==> src/core/adc_ctrl_pkg.sv <==
// Purpose: shared constants and types for the converter control and result logic
// Assumes: 8-bit register port, one system clock, analog core on the far side
// Notes: offsets are byte addresses on the register port
package adc_ctrl_pkg;
  localparam logic [7:0] RESULT_LOW_OFFSET = 8'h78;
  localparam logic [7:0] RESULT_HIGH_OFFSET = 8'h79;
  localparam logic [7:0] CTRL_STATUS_A_OFFSET = 8'h7A;
  localparam logic [7:0] TRIG_SELECT_OFFSET = 8'h7B;
  localparam logic [7:0] INPUT_SELECT_OFFSET = 8'h7C;
  localparam logic [7:0] READ_UNMAPPED = 8'h00;

  // control and status a layout
  localparam int ENABLE_BIT = 7;
  localparam int START_BIT = 6;
  localparam int AUTO_TRIG_BIT = 5;
  localparam int DONE_FLAG_BIT = 4;
  localparam int IRQ_EN_BIT = 3;
  localparam int PRESCALE_MSB = 2;
  localparam int PRESCALE_LSB = 0;

  // input select and trigger select layout
  localparam int VREF_MSB = 7;
  localparam int VREF_LSB = 6;
  localparam int LEFT_ALIGN_BIT = 5;
  localparam int CHANNEL_MSB = 4;
  localparam int CHANNEL_LSB = 0;
  localparam int TRIG_SRC_MSB = 2;
  localparam int TRIG_SRC_LSB = 0;

  localparam logic [7:0] CTRL_STATUS_A_RESET = 8'h00;
  localparam logic [7:0] INPUT_SELECT_RESET = 8'h00;
  localparam logic [2:0] TRIG_SELECT_RESET = 3'h0;
  localparam logic [2:0] TRIG_FREE_RUNNING = 3'h0;

  localparam logic [1:0] VREF_EXT_PIN = 2'h0;
  localparam logic [1:0] VREF_ANALOG_SUPPLY = 2'h1;
  localparam logic [1:0] VREF_RESERVED = 2'h2;
  localparam logic [1:0] VREF_INTERNAL = 2'h3;

  // analog multiplexer selections
  localparam logic [3:0] POS_BANDGAP = 4'h8;
  localparam logic [3:0] POS_GROUND = 4'h9;
  localparam logic [3:0] POS_NONE = 4'hF;
  localparam logic [1:0] NEG_NONE = 2'h0;
  localparam logic [1:0] NEG_INPUT1 = 2'h1;
  localparam logic [1:0] NEG_INPUT2 = 2'h2;
  localparam logic [1:0] CHAN_GRP_SINGLE = 2'h0;
  localparam logic [1:0] CHAN_GRP_RESERVED = 2'h1;
  localparam logic [1:0] CHAN_GRP_NEG1 = 2'h2;
  localparam logic [2:0] CHAN_BANDGAP_LOW = 3'h6;
  localparam logic [2:0] CHAN_GROUND_LOW = 3'h7;

  // raw core code is input difference times 1024 over reference
  localparam int RAW_WIDTH = 12;
  localparam int RESULT_WIDTH = 10;
  localparam logic signed [11:0] SE_CODE_MIN = 12'sh000;
  localparam logic signed [11:0] SE_CODE_MAX = 12'sh3FF;
  localparam logic signed [11:0] DIFF_CODE_MAX = 12'sh1FF;
  localparam logic signed [11:0] DIFF_CODE_MIN = 12'shE00;

  localparam logic [4:0] FIRST_CONV_CYCLES = 5'd25;
  localparam logic [4:0] NORMAL_CONV_CYCLES = 5'd13;
  localparam logic [4:0] COUNT_STEP = 5'h01;
  localparam logic [7:0] PRESCALE_MIN_DIV = 8'h02;
  localparam logic [7:0] PRESCALE_ONE = 8'h01;
  localparam logic [2:0] PRESCALE_CODE_ZERO = 3'h0;

  typedef enum logic [2:0] {
    ST_OFF = 3'b001,
    ST_IDLE = 3'b010,
    ST_CONV = 3'b100
  } conv_state_type;
endpackage

==> src/core/adc_clock_divider.sv <==
// Purpose: converter clock enable derived from the system clock
// Assumes: sel_in comes from a register on the same clock
// Notes: tick_out is a one-cycle enable, never a clock
`timescale 1ns/1ps
`default_nettype none
module adc_clock_divider (
  input wire logic ref_clk_in,
  input wire logic rst_in,
  input wire logic run_in,
  input wire logic [2:0] sel_in,
  output logic tick_out
);
  logic [7:0] divisor;
  logic [7:0] limit;
  logic [7:0] count;

  always_comb
  begin
    if (sel_in == adc_ctrl_pkg::PRESCALE_CODE_ZERO)
      divisor = adc_ctrl_pkg::PRESCALE_MIN_DIV;
    else
      divisor = adc_ctrl_pkg::PRESCALE_ONE << sel_in;
    limit = divisor - adc_ctrl_pkg::PRESCALE_ONE;
  end

  // >= so a smaller divisor written mid-period cannot strand the count
  always_ff @(posedge ref_clk_in or posedge rst_in)
  begin
    if (rst_in)
    begin
      count <= 8'h00;
      tick_out <= 1'b0;
    end
    else if (!run_in)
    begin
      count <= 8'h00;
      tick_out <= 1'b0;
    end
    else if (count >= limit)
    begin
      count <= 8'h00;
      tick_out <= 1'b1;
    end
    else
    begin
      count <= count + adc_ctrl_pkg::PRESCALE_ONE;
      tick_out <= 1'b0;
    end
  end
endmodule
`default_nettype wire

==> src/core/adc_result_and_control.sv <==
// Purpose: control, timing and result registers of a 10-bit converter
// Assumes: core_raw_in is settled when the last converter clock of a conversion ends
// Notes: trigger flags come from peripherals on the same clock, so no synchroniser
//
// Implementation choice: strobed register access.
`timescale 1ns/1ps
`default_nettype none
module adc_result_and_control (
  input wire logic ref_clk_in,
  input wire logic rst_in,
  input wire logic [7:0] addr_in,
  input wire logic [7:0] wdata_in,
  input wire logic wr_in,
  input wire logic rd_in,
  output logic [7:0] rdata_out,
  output logic irq_out,
  input wire logic irq_ack_in,
  input wire logic [6:0] trig_flags_in,
  input wire logic signed [11:0] core_raw_in,
  output logic core_power_out,
  output logic core_run_out,
  output logic core_init_out,
  output logic core_tick_out,
  output logic [1:0] vref_select_out,
  output logic int_ref_on_out,
  output logic [3:0] mux_pos_out,
  output logic [1:0] mux_neg_out,
  output logic diff_mode_out
);
  adc_ctrl_pkg::conv_state_type state;
  logic conv_enable;
  logic auto_trig_en;
  logic conv_done_flag;
  logic conv_done_irq_en;
  logic [2:0] clk_prescale_sel;
  logic [2:0] trig_source_sel;
  logic [1:0] vref_select;
  logic left_align;
  logic [4:0] channel_select;
  logic [9:0] result;
  logic read_lock;
  logic first_pending;
  logic [4:0] tick_count;
  logic trig_prev;
  logic done_d;
  logic tick;
  logic wr_ctrl;
  logic wr_input;
  logic wr_trig;
  logic next_enable;
  logic busy;
  logic trig_level;
  logic trig_start;
  logic start_go;
  logic launch;
  logic done_event;
  logic [4:0] conv_length;
  logic [7:0] low_byte;
  logic [7:0] high_byte;

  function automatic logic hit(input logic [7:0] addr, input logic [7:0] offset);
    hit = (addr == offset);
  endfunction

  // clamp the raw core code to the documented code ranges
  function automatic logic [9:0] encode(input logic signed [11:0] raw, input logic diff);
    logic signed [11:0] half;
    half = raw >>> 1;
    if (!diff)
    begin
      if (raw < adc_ctrl_pkg::SE_CODE_MIN)
        encode = adc_ctrl_pkg::SE_CODE_MIN[9:0];
      else if (raw > adc_ctrl_pkg::SE_CODE_MAX)
        encode = adc_ctrl_pkg::SE_CODE_MAX[9:0];
      else
        encode = raw[9:0];
    end
    else
    begin
      if (half > adc_ctrl_pkg::DIFF_CODE_MAX)
        encode = adc_ctrl_pkg::DIFF_CODE_MAX[9:0];
      else if (half < adc_ctrl_pkg::DIFF_CODE_MIN)
        encode = adc_ctrl_pkg::DIFF_CODE_MIN[9:0];
      else
        encode = half[9:0];
    end
  endfunction

  // returns {diff, positive select, negative select}
  function automatic logic [6:0] decode_chan(input logic [4:0] chan);
    logic [1:0] grp;
    grp = chan[4:3];
    if (grp == adc_ctrl_pkg::CHAN_GRP_SINGLE)
      decode_chan = {1'b0, 1'b0, chan[2:0], adc_ctrl_pkg::NEG_NONE};
    else if (grp == adc_ctrl_pkg::CHAN_GRP_RESERVED)
      decode_chan = {1'b0, adc_ctrl_pkg::POS_NONE, adc_ctrl_pkg::NEG_NONE};
    else if (grp == adc_ctrl_pkg::CHAN_GRP_NEG1)
      decode_chan = {1'b1, 1'b0, chan[2:0], adc_ctrl_pkg::NEG_INPUT1};
    else if (chan[2:0] == adc_ctrl_pkg::CHAN_BANDGAP_LOW)
      decode_chan = {1'b0, adc_ctrl_pkg::POS_BANDGAP, adc_ctrl_pkg::NEG_NONE};
    else if (chan[2:0] == adc_ctrl_pkg::CHAN_GROUND_LOW)
      decode_chan = {1'b0, adc_ctrl_pkg::POS_GROUND, adc_ctrl_pkg::NEG_NONE};
    else
      decode_chan = {1'b1, 1'b0, chan[2:0], adc_ctrl_pkg::NEG_INPUT2};
  endfunction

  adc_clock_divider divider (
    .ref_clk_in(ref_clk_in),
    .rst_in(rst_in),
    .run_in(conv_enable),
    .sel_in(clk_prescale_sel),
    .tick_out(tick)
  );

  assign wr_ctrl = wr_in & hit(addr_in, adc_ctrl_pkg::CTRL_STATUS_A_OFFSET);
  assign wr_input = wr_in & hit(addr_in, adc_ctrl_pkg::INPUT_SELECT_OFFSET);
  assign wr_trig = wr_in & hit(addr_in, adc_ctrl_pkg::TRIG_SELECT_OFFSET);
  // enabling and starting in one write must start the conversion
  assign next_enable = wr_ctrl ? wdata_in[adc_ctrl_pkg::ENABLE_BIT] : conv_enable;
  assign busy = (state == adc_ctrl_pkg::ST_CONV);

  always_comb
  begin
    if (trig_source_sel == adc_ctrl_pkg::TRIG_FREE_RUNNING)
      trig_level = 1'b0;
    else
      trig_level = trig_flags_in[trig_source_sel - 3'h1];
  end

  // free running restarts off the previous completion, not off a flag level
  assign trig_start = auto_trig_en &
    ((trig_level & ~trig_prev) |
     (done_d & (trig_source_sel == adc_ctrl_pkg::TRIG_FREE_RUNNING)));
  // only a written one starts; a zero is no request at all
  assign start_go = next_enable &
    ((wr_ctrl & wdata_in[adc_ctrl_pkg::START_BIT]) | trig_start);
  assign launch = start_go & ~busy;
  assign conv_length = core_init_out ? adc_ctrl_pkg::FIRST_CONV_CYCLES :
    adc_ctrl_pkg::NORMAL_CONV_CYCLES;
  assign done_event = busy & next_enable & tick &
    (tick_count == conv_length - adc_ctrl_pkg::COUNT_STEP);

  always_ff @(posedge ref_clk_in or posedge rst_in)
  begin
    if (rst_in)
      state <= adc_ctrl_pkg::ST_OFF;
    else
    begin
      unique case (state)
        adc_ctrl_pkg::ST_OFF:
        begin
          if (launch)
            state <= adc_ctrl_pkg::ST_CONV;
          else if (next_enable)
            state <= adc_ctrl_pkg::ST_IDLE;
        end
        adc_ctrl_pkg::ST_IDLE:
        begin
          if (!next_enable)
            state <= adc_ctrl_pkg::ST_OFF;
          else if (launch)
            state <= adc_ctrl_pkg::ST_CONV;
        end
        adc_ctrl_pkg::ST_CONV:
        begin
          if (!next_enable)
            state <= adc_ctrl_pkg::ST_OFF;
          else if (done_event)
            state <= adc_ctrl_pkg::ST_IDLE;
        end
        default:
          state <= adc_ctrl_pkg::ST_OFF;
      endcase
    end
  end

  always_ff @(posedge ref_clk_in or posedge rst_in)
  begin
    if (rst_in)
    begin
      tick_count <= 5'h00;
      core_init_out <= 1'b0;
    end
    else if (launch)
    begin
      tick_count <= 5'h00;
      core_init_out <= first_pending;
    end
    else if (busy & tick)
      tick_count <= tick_count + adc_ctrl_pkg::COUNT_STEP;
  end

  // the start that launches wins over re-arming, so enable plus start is long
  always_ff @(posedge ref_clk_in or posedge rst_in)
  begin
    if (rst_in)
      first_pending <= 1'b1;
    else if (launch)
      first_pending <= 1'b0;
    else if (!conv_enable)
      first_pending <= 1'b1;
  end

  always_ff @(posedge ref_clk_in or posedge rst_in)
  begin
    if (rst_in)
    begin
      trig_prev <= 1'b0;
      done_d <= 1'b0;
    end
    else
    begin
      trig_prev <= trig_level;
      done_d <= done_event;
    end
  end

  always_ff @(posedge ref_clk_in or posedge rst_in)
  begin
    if (rst_in)
    begin
      conv_enable <= adc_ctrl_pkg::CTRL_STATUS_A_RESET[adc_ctrl_pkg::ENABLE_BIT];
      auto_trig_en <= adc_ctrl_pkg::CTRL_STATUS_A_RESET[adc_ctrl_pkg::AUTO_TRIG_BIT];
      conv_done_irq_en <= adc_ctrl_pkg::CTRL_STATUS_A_RESET[adc_ctrl_pkg::IRQ_EN_BIT];
      clk_prescale_sel <=
        adc_ctrl_pkg::CTRL_STATUS_A_RESET[adc_ctrl_pkg::PRESCALE_MSB:adc_ctrl_pkg::PRESCALE_LSB];
    end
    else if (wr_ctrl)
    begin
      conv_enable <= wdata_in[adc_ctrl_pkg::ENABLE_BIT];
      auto_trig_en <= wdata_in[adc_ctrl_pkg::AUTO_TRIG_BIT];
      conv_done_irq_en <= wdata_in[adc_ctrl_pkg::IRQ_EN_BIT];
      clk_prescale_sel <= wdata_in[adc_ctrl_pkg::PRESCALE_MSB:adc_ctrl_pkg::PRESCALE_LSB];
    end
  end

  // a completion in the clearing cycle keeps the flag set
  always_ff @(posedge ref_clk_in or posedge rst_in)
  begin
    if (rst_in)
      conv_done_flag <= 1'b0;
    else if (done_event)
      conv_done_flag <= 1'b1;
    else if ((wr_ctrl & wdata_in[adc_ctrl_pkg::DONE_FLAG_BIT]) | irq_ack_in)
      conv_done_flag <= 1'b0;
  end

  always_ff @(posedge ref_clk_in or posedge rst_in)
  begin
    if (rst_in)
    begin
      vref_select <= adc_ctrl_pkg::INPUT_SELECT_RESET[adc_ctrl_pkg::VREF_MSB:adc_ctrl_pkg::VREF_LSB];
      left_align <= adc_ctrl_pkg::INPUT_SELECT_RESET[adc_ctrl_pkg::LEFT_ALIGN_BIT];
      channel_select <=
        adc_ctrl_pkg::INPUT_SELECT_RESET[adc_ctrl_pkg::CHANNEL_MSB:adc_ctrl_pkg::CHANNEL_LSB];
    end
    else if (wr_input)
    begin
      vref_select <= wdata_in[adc_ctrl_pkg::VREF_MSB:adc_ctrl_pkg::VREF_LSB];
      left_align <= wdata_in[adc_ctrl_pkg::LEFT_ALIGN_BIT];
      channel_select <= wdata_in[adc_ctrl_pkg::CHANNEL_MSB:adc_ctrl_pkg::CHANNEL_LSB];
    end
  end

  always_ff @(posedge ref_clk_in or posedge rst_in)
  begin
    if (rst_in)
      trig_source_sel <= adc_ctrl_pkg::TRIG_SELECT_RESET;
    else if (wr_trig)
      trig_source_sel <= wdata_in[adc_ctrl_pkg::TRIG_SRC_MSB:adc_ctrl_pkg::TRIG_SRC_LSB];
  end

  // analog selections freeze while converting so a mid-conversion write waits
  always_ff @(posedge ref_clk_in or posedge rst_in)
  begin
    if (rst_in)
    begin
      vref_select_out <= adc_ctrl_pkg::VREF_EXT_PIN;
      int_ref_on_out <= 1'b0;
      {diff_mode_out, mux_pos_out, mux_neg_out} <= {1'b0, 4'h0, adc_ctrl_pkg::NEG_NONE};
    end
    else if (!busy)
    begin
      vref_select_out <= vref_select;
      int_ref_on_out <= (vref_select == adc_ctrl_pkg::VREF_INTERNAL);
      {diff_mode_out, mux_pos_out, mux_neg_out} <= decode_chan(channel_select);
    end
  end

  // a held-off result is dropped; the flag still reports the completion
  always_ff @(posedge ref_clk_in or posedge rst_in)
  begin
    if (rst_in)
      result <= 10'h000;
    else if (done_event & ~read_lock)
      result <= encode(core_raw_in, diff_mode_out);
  end

  always_ff @(posedge ref_clk_in or posedge rst_in)
  begin
    if (rst_in)
      read_lock <= 1'b0;
    else if (rd_in & hit(addr_in, adc_ctrl_pkg::RESULT_HIGH_OFFSET))
      read_lock <= 1'b0;
    else if (rd_in & hit(addr_in, adc_ctrl_pkg::RESULT_LOW_OFFSET))
      read_lock <= 1'b1;
  end

  always_comb
  begin
    if (left_align)
    begin
      high_byte = result[9:2];
      low_byte = {result[1:0], 6'h00};
    end
    else
    begin
      high_byte = {6'h00, result[9:8]};
      low_byte = result[7:0];
    end
  end

  always_ff @(posedge ref_clk_in or posedge rst_in)
  begin
    if (rst_in)
      rdata_out <= adc_ctrl_pkg::READ_UNMAPPED;
    else if (!rd_in)
      rdata_out <= adc_ctrl_pkg::READ_UNMAPPED;
    else if (hit(addr_in, adc_ctrl_pkg::RESULT_LOW_OFFSET))
      rdata_out <= low_byte;
    else if (hit(addr_in, adc_ctrl_pkg::RESULT_HIGH_OFFSET))
      rdata_out <= high_byte;
    else if (hit(addr_in, adc_ctrl_pkg::CTRL_STATUS_A_OFFSET))
      rdata_out <= {conv_enable, busy, auto_trig_en, conv_done_flag,
        conv_done_irq_en, clk_prescale_sel};
    else if (hit(addr_in, adc_ctrl_pkg::INPUT_SELECT_OFFSET))
      rdata_out <= {vref_select, left_align, channel_select};
    else if (hit(addr_in, adc_ctrl_pkg::TRIG_SELECT_OFFSET))
      rdata_out <= {5'h00, trig_source_sel};
    else
      rdata_out <= adc_ctrl_pkg::READ_UNMAPPED;
  end

  assign irq_out = conv_done_flag & conv_done_irq_en;
  assign core_power_out = conv_enable;
  assign core_run_out = busy;
  assign core_tick_out = tick;
endmodule
`default_nettype wire

==> config.mk <==
export PLATFORM = sky130hd
export DESIGN_NAME = adc_result_and_control
export DESIGN_NICKNAME = d
export VERILOG_FILES = /design/src/core/adc_ctrl_pkg.sv /design/src/core/adc_clock_divider.sv /design/src/core/adc_result_and_control.sv
export SDC_FILE = /design/constraint.sdc
export NUM_CORES = 1
export LEC_CHECK = 0
export ABC_CLOCK_PERIOD_IN_PS = 3300
export BUFFER_PORTS_ARGS = -buffer_cell sky130_fd_sc_hd__buf_2
export CAP_MARGIN = 20
export CORE_UTILIZATION = 57
export DETAILED_ROUTE_END_ITERATION = 6
export GPL_ROUTABILITY_DRIVEN = 0
export GPL_TIMING_DRIVEN = 0
export PLACE_DENSITY = 0.79
export SKIP_CTS_REPAIR_TIMING = 1
export SLEW_MARGIN = 25
export SYNTH_ARGS = -nofsm -noshare
export SYNTH_HDL_FRONTEND = slang
export SYNTH_SLANG_ARGS = --single-unit
==> constraint.sdc <==
create_clock -name ref_clk_in -period 3.3 [get_ports ref_clk_in]
set_input_delay 0.495 -clock ref_clk_in [delete_from_list [all_inputs] [get_ports ref_clk_in]]
set_output_delay 0.495 -clock ref_clk_in [all_outputs]
set_load 0.02 [all_outputs]
# After elaboration in Yosys (flattened, before gate mapping)
# Cells that the tools add are included.
[word_totals] in_bits=40 output_inout_bits=23 elab_cells=129 regBits=68
[classes] bitwise=24 n_shift=1 n_eq_ne=18 reduce_logical=7 mux=43 order_cmp=6 n_addsub=5
[op_table] op="two-way mux 8 bit" count=10
[op_table] op="two-way mux 10 bit" count=5
[op_table] op="== test 8 x 7 -> 1 bit, second input constant" count=5
[op_table] op="two-way mux 7 bit" count=5
[op_table] op="two-way mux 3 bit" count=7
[op_table] op="AND 1 bit" count=18
[op_table] op="two-way mux 5 bit" count=3
[op_table] op="> comparator 12 x 11 -> 1 bit, second input constant" count=1
[op_table] op="less-than comparator 12 x 1 -> 1 bit, second input constant" count=1
[op_table] op="> comparator 11 x 10 -> 1 bit, second input constant" count=1
[op_table] op="less-than comparator 11 x 10 -> 1 bit, second input constant" count=1
[op_table] op="two-way mux 1 bit" count=11
[op_table] op="== test 3 bit, second input constant" count=3
[op_table] op="one-hot mux 3 bit (3 select lines)" count=1
[op_table] op="adder 8 x 1 -> 8 bit, second input constant" count=1
[op_table] op=">= comparator 8 bit" count=1
[op_table] op="<< shifter 1 x 3 -> 8 bit, first input constant" count=1
[op_table] op="subtractor 8 x 1 -> 8 bit, second input constant" count=1
[op_table] op="logical NOT 3 bit" count=2
[op_table] op="inequality test 3 bit, second input constant" count=2
[op_table] op="nonzero test 2 bit" count=3
[op_table] op="adder 5 x 1 -> 5 bit, second input constant" count=1
[op_table] op="== test 5 bit" count=1
[op_table] op="subtractor 5 x 1 -> 5 bit, second input constant" count=1
[op_table] op="other kinds (13)" count=18

# Depth between registers and ports, before layout
# Gate-level depths: netlist of the first run.
[depth] depth_word=13 ltp_mapped=14 mapped_depth_nobuf=12

# By module
# A second synthesis of the first run with hierarchy kept.
[unflattened] hier_cells=391 area_unflattened_um2=3693.5
[by_module_without_submodules] mod="adc_result_and_control" area_per_inst_um2=3078.0 cells_each=324 seq_area_each_um2=1478.9 instances=1
[by_module_without_submodules] mod="adc_clock_divider" area_per_inst_um2=615.6 cells_each=67 seq_area_each_um2=225.2 instances=1

# Worst setup path before layout of the first run
# Ideal clock, no wire load.
[synth_path] path_kind="reg2reg" start="reg clk_prescale_sel[1]" end="reg divider.count[0]" t_required_ps=3205 period_less_slack_ps=2734 n_path_buf=2 path_stages_with_launch=14 arrival_ps=2639 slack_ps=566 setup_ps=95 cell_sequence="dfrtp_1 > clkbuf_1 > or3b_2 > ha_1 > nor2_1 > nand2_1 > nand2_1 > a21boi_0 > ha_1 > a21oi_1 > o21ai_1 > a211o_1 > clkbuf_1 > a211oi_1"
[synth_via] elab_chain_cells=6 elab_cells_between_ends=7 classes_between="add/sub: 1; order compare: 1; shift: 1; mux: 3; reduce/logical: 1"
[synth_lines] item="start: declaration" line_no="adc_result_and_control.sv:35" rtl="logic [2:0] clk_prescale_sel;"
[synth_lines] item="start signal: assignment" line_no="adc_result_and_control.sv:225" rtl="clk_prescale_sel <="
[synth_lines] item="start signal: assignment" line_no="adc_result_and_control.sv:233" rtl="clk_prescale_sel <= wdata_in[adc_ctrl_pkg::PRESCALE_MSB:adc_ctrl_pkg::PRESCALE_LSB];"
[synth_lines] item="logical NOT 3 bit or << shifter 1 x 3 -> 8 bit (tied branches)" line_no="adc_clock_divider.sv:19, adc_clock_divider.sv:22"
[synth_lines] item="two-way mux 8 bit (*)" line_no="adc_clock_divider.sv:19" rtl="if (sel_in == adc_ctrl_pkg::PRESCALE_CODE_ZERO)"
[synth_lines] item="subtractor 8 x 1 -> 8 bit (*)" line_no="adc_clock_divider.sv:23" rtl="limit = divisor - adc_ctrl_pkg::PRESCALE_ONE;"
[synth_lines] item=">= comparator 8 bit (*)" line_no="adc_clock_divider.sv:39" rtl="else if (count >= limit)"
[synth_lines] item="two-way mux 8 bit (*)" line_no="adc_clock_divider.sv:39"
[synth_lines] item="two-way mux 8 bit (*)" line_no="adc_clock_divider.sv:34" rtl="else if (!run_in)"
[synth_lines] item="end signal: assignment" line_no="adc_clock_divider.sv:46" rtl="count <= count + adc_ctrl_pkg::PRESCALE_ONE;"
[synth_lines] item="end: declaration" line_no="adc_clock_divider.sv:15" rtl="logic [7:0] count;"
# Every way passes the cells marked *; elsewhere a longest branch is shown, timed or not.
# A chain may end at the register's enable or synchronous reset.

# Final worst setup path of the first run
[layout_path] start="reg clk_prescale_sel[2]" end="reg divider.count[4]"
# The elaborated chain is that of the path after synthesis.

==> results.py, run 1 <==
metrics = {
    "grt": {
        "met3_usage_pct": 4.748,
        "grt_max_degree": 51,
        "track_usage_pct": 26.57,
        "grt_use_met2_pct": 44.19,
        "antenna_found_initial": 0,
        "gr-total-overflow": 0,
        "grt_pass1_wl_um": 14900,
        "use_met1_pct": 34.90,
        "grt.busiest_layer": "met2",
        "grt_pass1_vias": 3187,
    },
    "finish": {
        "mostFrequentLayoutCell": "dfrtp_1",
        "fin_util_pct": 69.59,
        "final_cell_mix": "dfrtp_1 (66), buf_2 (65), a21oi_1 (45)",
        "antenna_cells_inserted": 0,
        "final_nets": 532,
        "nFillCells": 512,
        "syn2layout_area_growth_pct": 16.81,
        "drive_above_1_share_pct": 25.00,
    },
    "power_and_ir_drop": {
        "powerDensity_nw_per_um2": 411.4,
        "total_power_mw": 1.839,
        "leakagePower_nw": 2.130,
        "irDropWorstVdd_mv": 0.2367,
    },
    "outcome": {
        "violations": "DRC",
        "status": "finished with violations",
    },
    "detailed_routing": {
        "viasPerCell": 5.866,
        "routed_wl_um": 8753,
        "drt_iter0_markers": 152,
        "firstDrtPassIters": 7,
        "vias": 3291,
        "wl_per_cell_um": 15.60,
        "antenna_left": 0,
        "drcViolationCount": 3,
    },
    "sta": {
        "tns_ns": 0,
        "skew_ns": 0.01160,
        "worst_hold_slack_ns": 0.07318,
        "maxSlewHeadroom_pct": 57.99,
        "min_period_over_period_pct": 92.03,
        "tightest_slew_ns": 0.6301,
        "drv_slew": 0,
        "fmax_mhz": 329.3,
        "report.final.hold_viol_count": 0,
        "min_period_ns": 3.037,
        "setup_viol": 0,
        "rsz0062_at_grt": "no",
        "worst_slack_ns": 0.2630,
    },
    "critical_path": {
        "critical_path_class": "register to register",
        "reg2reg_from": "clk_prescale_sel[2]",
        "r2r-end": "divider.count[4]",
        "worst_ep_required_time_ns": 3.55,
        "cp.arrival_ns": 3.29,
        "regToRegSetupSlack_ns": 0.26,
        "critical_path.startpoint": "clk_prescale_sel[2]",
        "setup.worst_path.end": "divider.count[4]",
        "critPathLaunchType": "register",
        "crit_path_end_kind": "register",
        "crit_path_max_fanout": 9,
        "reg2regPathDepth": 13,
    },
    "cts": {
        "clkLatencyLatePin_ns": 0.35,
        "cts_buffers": 9,
        "clockBufferDepth": 2,
        "cts_tree": "yes",
        "htreeDepth": 3,
        "clkTransAtPathRegs_ns": 0.08,
        "clockRootBuffer": "clkbuf_8",
        "cts_sinks": 68,
    },
    "floorplan": {
        "fp.dieW_um": 83.93,
        "core_area_um2": 6422,
        "die_h_um": 83.93,
        "dieArea_um2": 7044,
        "io_pins": 63,
        "start_util_pct": 59.58,
        "rows": 29,
    },
    "synth": {
        "syn_nets": 460,
        "synth_seq_area_share_pct": 44.54,
        "syn_inst": 407,
        "syn_area_um2": 3826,
        "yosys.cell_types.count": 63,
        "synthArstFlopShare_pct": 100.0,
        "synth_top_flop_cell": "dfrtp_1",
        "synth.avg_cell_area_um2": 9.401,
        "synth_seq_cells": 68,
        "yosys_warnings": 0,
        "synth_edf_count": 0,
    },
    "run": {
        "maxCapViolations": 0,
    },
    "place": {
        "hpwl_um": 6407,
        "port_buffers": 61,
        "preCtsSetupSlack_ns": 0.2284,
    },
    "worst_hold_path": {
        "min_path_type": "input port to async pin",
    },
}
-- per-stage QoR --
step	std cells	cell area (um^2)
global placement	545	4228
floorplan	407	3826
detailed placement	546	4258
finish	561	4469
CTS	562	4473
global route	561	4469
-- routing by layer --
layer / vias to the layer above / wire length [um]
met5: - / 0
met4: 0 / 187
met3: 20 / 339
met2: 100 / 4283
met1: 1578 / 3943
li1: 1593 / -
-- cells in the mapped netlist, drive strengths merged (4+ instances only) --
master / n / area share [%]
inv: 15 / 1.5
xnor2: 4 / 0.92
a31oi: 5 / 0.82
clkbuf: 13 / 1.3
nand3: 13 / 1.7
mux2: 18 / 5.4
a211oi: 7 / 1.4
a21oi: 46 / 6.1
o21ai: 20 / 2.7
a22oi: 6 / 1.2
dfrtp: 66 / 43
buf: 8 / 1.2
nor2: 42 / 4.1
nand2: 42 / 4.1
nand4: 4 / 0.65
a21boi: 4 / 0.78
xor2: 5 / 1.1
nor2b: 13 / 2.1
a21o: 4 / 0.78
o211ai: 4 / 0.92
mux2i: 7 / 1.8
o22ai: 4 / 0.65
ha: 13 / 4.3
and3: 7 / 1.3
-- worst min-delay path by stage --
stage | to | depth (start not counted)
finish | tick_count[3] | 2
global route | tick_count[3] | 2
detailed placement | vref_select_out[0] | 2
CTS | tick_count[3] | 2
global placement | mux_pos_out[3] | 2
floorplan | tick_count[3] | 1
-- logic make-up after synthesis --
group / count (synthesis) / share of synthesized area (%)
AND/OR/NAND/NOR: 138 / 18.02
XOR/XNOR: 9 / 2.060
AO/OA/AOI/OAI: 117 / 19.85
buffers and inverters: 37 / 4.055
multiplexers: 25 / 7.227
flip-flops: 68 / 44.54
adder cells (fa/ha/maj): 13 / 4.251
-- state kept, by name, summed over array words and instances (netlist names), 2 cells and up --
name / flops
vref_select_out: 2
mux_pos_out: 4
state: 3
trig_source_sel: 3
vref_select: 2
result: 10
rdata_out: 8
mux_neg_out: 2
divider.count: 8
channel_select: 5
tick_count: 5
clk_prescale_sel: 3
-- where the power goes --
part	total, mW	switching, mW	internal (mW)	leakage [nW]
clock	0.759	0.336	0.422	0.109
sequential	0.876	0.0218	0.854	0.917
combinational	0.204	0.123	0.0816	1.10
total	1.84	0.481	1.36	2.13
-- cell type report --
cell class	instances	area, um^2	share of cell area (%)
repair buffers	62	332.8	7.447
clock inverters	7	91.34	2.044
well taps	77	96.34	2.156
inverters	16	62.56	1.400
flip-flops and latches	68	1704	38.13
plain buffers	20	91.34	2.044
clock buffers	9	123.9	2.772
multi-input cells	302	1967	44.01
-- worst max-delay path, cell delays in order, from the launching register on --
cell      delay, ns
dfrtp_1        0.36
clkbuf_1       0.20
or3b_2         0.51
ha_1           0.27
nor2_1         0.10
nand2_1        0.06
nand2_1        0.06
a21boi_0       0.09
ha_1           0.31
a21oi_1        0.12
o21ai_1        0.07
a211o_1        0.29
clkbuf_1       0.21
a211oi_1       0.29
Note: power is estimated with default switching activity, not from simulation.
==> inputs of run 2 (changes only) <==
--- a/config.mk
+++ b/config.mk
@@ -8,6 +8,7 @@
 export ABC_CLOCK_PERIOD_IN_PS = 3300
 export BUFFER_PORTS_ARGS = -buffer_cell sky130_fd_sc_hd__buf_2
 export CAP_MARGIN = 20
+export CORE_ASPECT_RATIO = 0.8
 export CORE_UTILIZATION = 57
 export DETAILED_ROUTE_END_ITERATION = 6
 export GPL_ROUTABILITY_DRIVEN = 0
==> run 2 against run 1 <==
  * The flow now finishes without violations
  * Largest cell class unchanged
  * Clock skew is 0.0090 ns lower
  * Critical endpoint is now divider.count[7]
  * Utilization is 0.44 points lower
  * Sequential share of layout area is 0.13 points higher
  * Via count is 0.21% higher
  * Largest power group unchanged
==> results.py, run 2 (synthesis results as in run 1) <==
metrics = {
    "detailed_routing": {
        "drcViolationCount": 0,
        "wl_per_cell_um": 15.92,
        "viasPerCell": 5.817,
        "vias": 3298,
        "drt_iter0_markers": 309,
        "routed_wl_um": 9029,
        "firstDrtPassIters": 5,
        "antenna_left": 0,
    },
    "finish": {
        "final_cells": 567,
        "reg_top3": "result (10), divider.count (8), rdata_out (8)",
        "final_area_um2": 4454,
        "largest_register_ff_count": 10,
        "fin_util_pct": 69.15,
        "final_cell_mix": "dfrtp_1 (66), buf_2 (65), a21oi_1 (45)",
        "drive_above_1_share_pct": 24.64,
        "antenna_cells_inserted": 0,
        "nFillCells": 519,
        "top_register": "result",
        "mostFrequentLayoutCell": "dfrtp_1",
        "final_nets": 532,
        "syn2layout_area_growth_pct": 16.42,
    },
    "cts": {
        "cts_tree": "yes",
        "clkTransAtPathRegs_ns": 0.07,
        "clockRootBuffer": "clkbuf_8",
        "clkLatencyLatePin_ns": 0.34,
        "clockBufferDepth": 2,
        "htreeDepth": 3,
        "cts_sinks": 68,
        "cts_buffers": 9,
    },
    "grt": {
        "grt_max_degree": 56,
        "antenna_found_initial": 0,
        "grt_pass1_wl_um": 14320,
        "track_usage_pct": 27.36,
        "grt_pass1_vias": 2902,
        "gr-total-overflow": 0,
    },
    "critical_path": {
        "regToRegSetupSlack_ns": 0.21,
        "cp_top_family": "compound AO/OA/AOI/OAI gates",
        "critical_path.startpoint": "clk_prescale_sel[2]",
        "r2r-end": "divider.count[7]",
        "crit_buf_inv": 2,
        "reg2reg_from": "clk_prescale_sel[2]",
        "crit_path_end_kind": "register",
        "worst_ep_required_time_ns": 3.55,
        "cp.arrival_ns": 3.33,
        "cp_slowest_cell": "or3b_2",
        "path_cells": "clkbuf_1 > or3b_2 > ha_1 > nor2_1 > nand2_1 > nand2_1 > a21boi_0 > ha_1 > a21oi_1 > o21ai_1 > a211o_1 > clkbuf_1 > a211oi_1",
        "reg2regPathDepth": 13,
        "critPathLaunchType": "register",
        "critPathMaxStageDelay_ns": 0.50,
        "critical_path_class": "register to register",
        "crit_path_max_fanout": 9,
    },
    "power_and_ir_drop": {
        "leakagePower_nw": 2.112,
        "total_power_mw": 1.766,
        "powerDensity_nw_per_um2": 396.4,
        "irDropWorstVdd_mv": 0.2666,
    },
    "place": {
        "hpwl_um": 6597,
        "dpl.cell_count": 553,
        "port_buffers": 61,
        "place_area_um2": 4267,
        "preCtsSetupSlack_ns": 0.2231,
    },
    "sta": {
        "rsz0062_at_grt": "no",
        "min_period_ns": 3.086,
        "setup_viol": 0,
        "drv_slew": 0,
        "tns_ns": 0,
        "fmax_mhz": 324.1,
        "skew_ns": 0.002598,
        "worst_slack_ns": 0.2143,
        "maxSlewHeadroom_pct": 54.15,
        "worst_hold_slack_ns": 0.06549,
        "min_period_over_period_pct": 93.51,
        "report.final.hold_viol_count": 0,
        "tightest_slew_ns": 0.6877,
    },
    "floorplan": {
        "fp.dieW_um": 93.60,
        "rows": 26,
        "io_pins": 63,
        "die_h_um": 75.28,
        "core_area_um2": 6441,
        "start_util_pct": 59.40,
        "dieArea_um2": 7046,
    },
    "worst_hold_path": {
        "min_path_type": "input port to async pin",
    },
    "outcome": {
        "status": "finished clean",
    },
    "run": {
        "maxCapViolations": 0,
    },
}
[run 2: cell types whose count changed in the layout (fill, tap and decap cells not counted), sizes merged]
cell	previous run	this run
clkinvlp	1	2
clkbuf	21	23
clkinv	5	2
bufinv	2	1
[run 2: worst max-delay path by stage]
stage / depth (start not counted) / to / slack, ns
2_1_floorplan: 13 / divider.count[0] / 0.57
3_3_place_gp: 13 / divider.count[7] / 0.31
3_5_place_dp: 13 / divider.count[0] / 0.22
4_1_cts: 13 / divider.count[7] / 0.19
5_1_grt: 11 / divider.count[7] / 0.03
6_report: 13 / divider.count[7] / 0.21
[run 2: report_power, final]
part / switching [mW] / internal (mW) / total (mW)
registers: 0.0210 / 0.854 / 0.875
clock network: 0.320 / 0.364 / 0.685
logic: 0.124 / 0.0815 / 0.206
total: 0.465 / 1.30 / 1.77
[run 2: final cells by class]
type | instances | area [um^2] | share of cell area, %
sequential | 68 | 1704 | 38.26
clock buffer | 11 | 141.4 | 3.174
timing repair buffer | 62 | 332.8 | 7.472
multi-input combinational | 302 | 1967 | 44.16
tap | 84 | 105.1 | 2.360
clock inverter | 4 | 50.05 | 1.124
buffer | 20 | 91.34 | 2.051
inverter | 16 | 62.56 | 1.404
[run 2: metal layers]
layer | track usage [%] | up-vias | part of all wire (%) | routed length (um)
met5 | 0 | - | 0 | 0
met4 | 6.496 | 0 | 0.89 | 80
met3 | 7.879 | 9 | 6.7 | 608
met2 | 40.20 | 112 | 43 | 3921
met1 | 40.17 | 1586 | 49 | 4419
li1 | - | 1591 | - | -
==> inputs of run 3 (changes only) <==
--- a/config.mk
+++ b/config.mk
@@ -5,15 +5,15 @@
 export SDC_FILE = /design/constraint.sdc
 export NUM_CORES = 1
 export LEC_CHECK = 0
+export ABC_AREA = 1
 export ABC_CLOCK_PERIOD_IN_PS = 3300
 export BUFFER_PORTS_ARGS = -buffer_cell sky130_fd_sc_hd__buf_2
 export CAP_MARGIN = 20
 export CORE_ASPECT_RATIO = 0.8
-export CORE_UTILIZATION = 57
+export CORE_UTILIZATION = 56
 export DETAILED_ROUTE_END_ITERATION = 6
 export GPL_ROUTABILITY_DRIVEN = 0
-export GPL_TIMING_DRIVEN = 0
-export PLACE_DENSITY = 0.79
+export PLACE_DENSITY = 0.78
 export SKIP_CTS_REPAIR_TIMING = 1
 export SLEW_MARGIN = 25
 export SYNTH_ARGS = -nofsm -noshare
==> run 3 against run 2 <==
  * Critical path depth unchanged
  * Maximum frequency rose by 24%
  * Global-route usage shrank 2.1 points
  * Critical endpoint is now divider.count[0]
  * Largest cell class unchanged
  * Largest power group unchanged
==> results.py, run 3 <==
metrics = {
    "outcome": {
        "status": "finished clean",
    },
    "detailed_routing": {
        "wl_met1_um": 4062,
        "wl_per_cell_um": 13.80,
        "vias": 3311,
        "drt_iter0_markers": 167,
        "routed_wl_um": 8429,
        "antenna_left": 0,
        "viasPerCell": 5.419,
        "highest_layer": "met4",
        "met3_length_um": 568,
        "firstDrtPassIters": 5,
        "met2WireLength_um": 3670,
        "drcViolationCount": 0,
    },
    "critical_path": {
        "r2r-end": "divider.count[0]",
        "critical_path_class": "register to register",
        "worst_ep_required_time_ns": 3.58,
        "crit_path_max_fanout": 8,
        "critPathMaxStageDelay_ns": 0.41,
        "reg2reg_from": "clk_prescale_sel[2]",
        "crit_path_end_kind": "register",
        "cp.arrival_ns": 2.77,
        "regToRegSetupSlack_ns": 0.81,
        "cp_slowest_cell": "dfrtp_1",
        "critPathLaunchType": "register",
        "reg2regPathDepth": 13,
        "path_cells": "inv_1 > nand3_1 > ha_1 > xor2_1 > inv_1 > ha_1 > a21oi_1 > o21ai_0 > nand3_1 > a21oi_1 > a211oi_1 > nand2_1 > nor2_1",
    },
    "floorplan": {
        "start_util_pct": 58.28,
        "io_pins": 63,
        "die_h_um": 75.05,
        "dieArea_um2": 7002,
        "fp.dieW_um": 93.31,
        "core_area_um2": 6409,
        "rows": 26,
    },
    "synth": {
        "synth.avg_cell_area_um2": 8.208,
        "synth_seq_cells": 68,
        "yosys-top-cells-area": "dfrtp_1 (44%), nand2_1 (8.5%), o21ai_0 (7.2%)",
        "synth_edf_count": 0,
        "synth_top_area_share_pct": 44.22,
        "yosysMostFrequentCell": "nand2_1",
        "yosys.cell_types.count": 42,
        "synth_common_cells": "nand2_1 (85), dfrtp_1 (66), inv_1 (65)",
        "synth_top_flop_cell": "dfrtp_1",
        "synth_area_leader_cell": "dfrtp_1",
        "synth_seq_area_share_pct": 45.63,
        "synthArstFlopShare_pct": 100.0,
        "syn_area_um2": 3735,
        "syn_inst": 455,
        "syn_nets": 508,
        "yosys_warnings": 0,
    },
    "grt": {
        "grt_pass1_vias": 2908,
        "gr-total-overflow": 0,
        "grt_pass1_wl_um": 13230,
        "track_usage_pct": 25.30,
        "grt_max_degree": 32,
        "antenna_found_initial": 0,
    },
    "sta": {
        "tightest_slew_ns": 0.8977,
        "rsz0062_at_grt": "no",
        "tns_ns": 0,
        "min_period_over_period_pct": 75.56,
        "maxSlewHeadroom_pct": 39.93,
        "min_period_ns": 2.493,
        "report.final.hold_viol_count": 0,
        "setup_viol": 0,
        "drv_slew": 0,
        "skew_ns": 0.007311,
        "fmax_mhz": 401.1,
    },
    "power_and_ir_drop": {
        "powerDensity_nw_per_um2": 395.0,
        "leakagePower_nw": 2.220,
        "irDropWorstVdd_mv": 0.1940,
        "total_power_mw": 1.694,
    },
    "finish": {
        "drive_above_1_share_pct": 20.11,
        "final_cell_mix": "nand2_1 (85), dfrtp_1 (66), inv_1 (64)",
        "antenna_cells_inserted": 0,
        "final_nets": 575,
        "final_cells": 611,
        "reg_top3": "result (10), divider.count (8), rdata_out (8)",
        "fin_util_pct": 66.91,
        "mostFrequentLayoutCell": "nand2_1",
        "nFillCells": 552,
        "top_register": "result",
        "largest_register_ff_count": 10,
        "syn2layout_area_growth_pct": 14.81,
    },
    "place": {
        "hpwl_um": 6305,
        "port_buffers": 62,
        "dpl.cell_count": 595,
    },
    "cts": {
        "clockRootBuffer": "clkbuf_8",
        "clkTransAtPathRegs_ns": 0.08,
        "cts_sinks": 68,
        "clockBufferDepth": 2,
        "htreeDepth": 3,
        "clkLatencyLatePin_ns": 0.36,
        "cts_tree": "yes",
        "cts_buffers": 9,
    },
    "worst_hold_path": {
        "min_path_type": "input port to async pin",
    },
    "run": {
        "maxCapViolations": 0,
    },
}
==> run 3: final cells by class <==
cell class / count / area [um^2] / area share [%]
multi-input cells: 310 / 1725 / 40.24
flip-flops and latches: 68 / 1704 / 39.74
repair buffers: 64 / 325.3 / 7.587
inverters: 69 / 259.0 / 6.040
clock buffers: 11 / 141.4 / 3.297
well taps: 84 / 105.1 / 2.451
clock inverters: 5 / 27.53 / 0.6420
==> run 3: per-layer routing <==
metal,track usage (%),vias to the layer above
li1,-,1643
met1,34.33,1540
met2,38.81,113
met3,7.778,15
met4,9.231,0
met5,0,-
==> run 3: stage by stage <==
step | area [um^2] | setup WS [ns] | hold slack (ns)
after global placement | 4119 | 0.9744 | 0.4583
after detailed placement | 4119 | 0.8280 | 0.4686
final | 4288 | 0.8066 | 0.2107
after CTS | 4288 | 0.8068 | 0.2296
after floorplan | 3735 | 1.097 | 0.4530
after global routing | 4288 | 0.6284 | 0.2765
==> run 3: worst max-delay path: cells and delay by family, from the launching register on <==
kind,cells,cell delay (ns)
simple gates,4,0.56
fa+ha+maj,2,0.54
compound gates,4,0.53
flops,1,0.41
buf+inv,2,0.22
xor+xnor,1,0.16
==> run 3: logic make-up (layout without fill, tap and decap cells) <==
family,Yosys count,count (layout),synth area share [%]
XOR/XNOR,10,10,2.345
AO/OA/AOI/OAI,117,117,18.83
flip-flops,68,68,45.63
AND/OR/NAND/NOR,170,170,20.67
adder cells (fa/ha/maj),13,13,4.355
buffers and inverters,77,149,8.174
==> run 3: worst max path at each step <==
stage / start / end / slack [ns] / cells after the start
after detailed placement: clk_prescale_sel[2] / divider.count[0] / 0.83 / 13
after floorplan: rst_in / auto_trig_en / 1.10 / 1
final: clk_prescale_sel[2] / divider.count[0] / 0.81 / 13
after CTS: clk_prescale_sel[2] / divider.count[0] / 0.81 / 13
after global placement: clk_prescale_sel[2] / divider.count[1] / 0.97 / 13
after global routing: clk_prescale_sel[2] / divider.count[0] / 0.63 / 13
==> run 3: report_power, final <==
part	total, mW	switching (mW)	internal (mW)
Clock	0.613	0.325	0.288
Sequential	0.881	0.0234	0.858
Combinational	0.200	0.130	0.0698
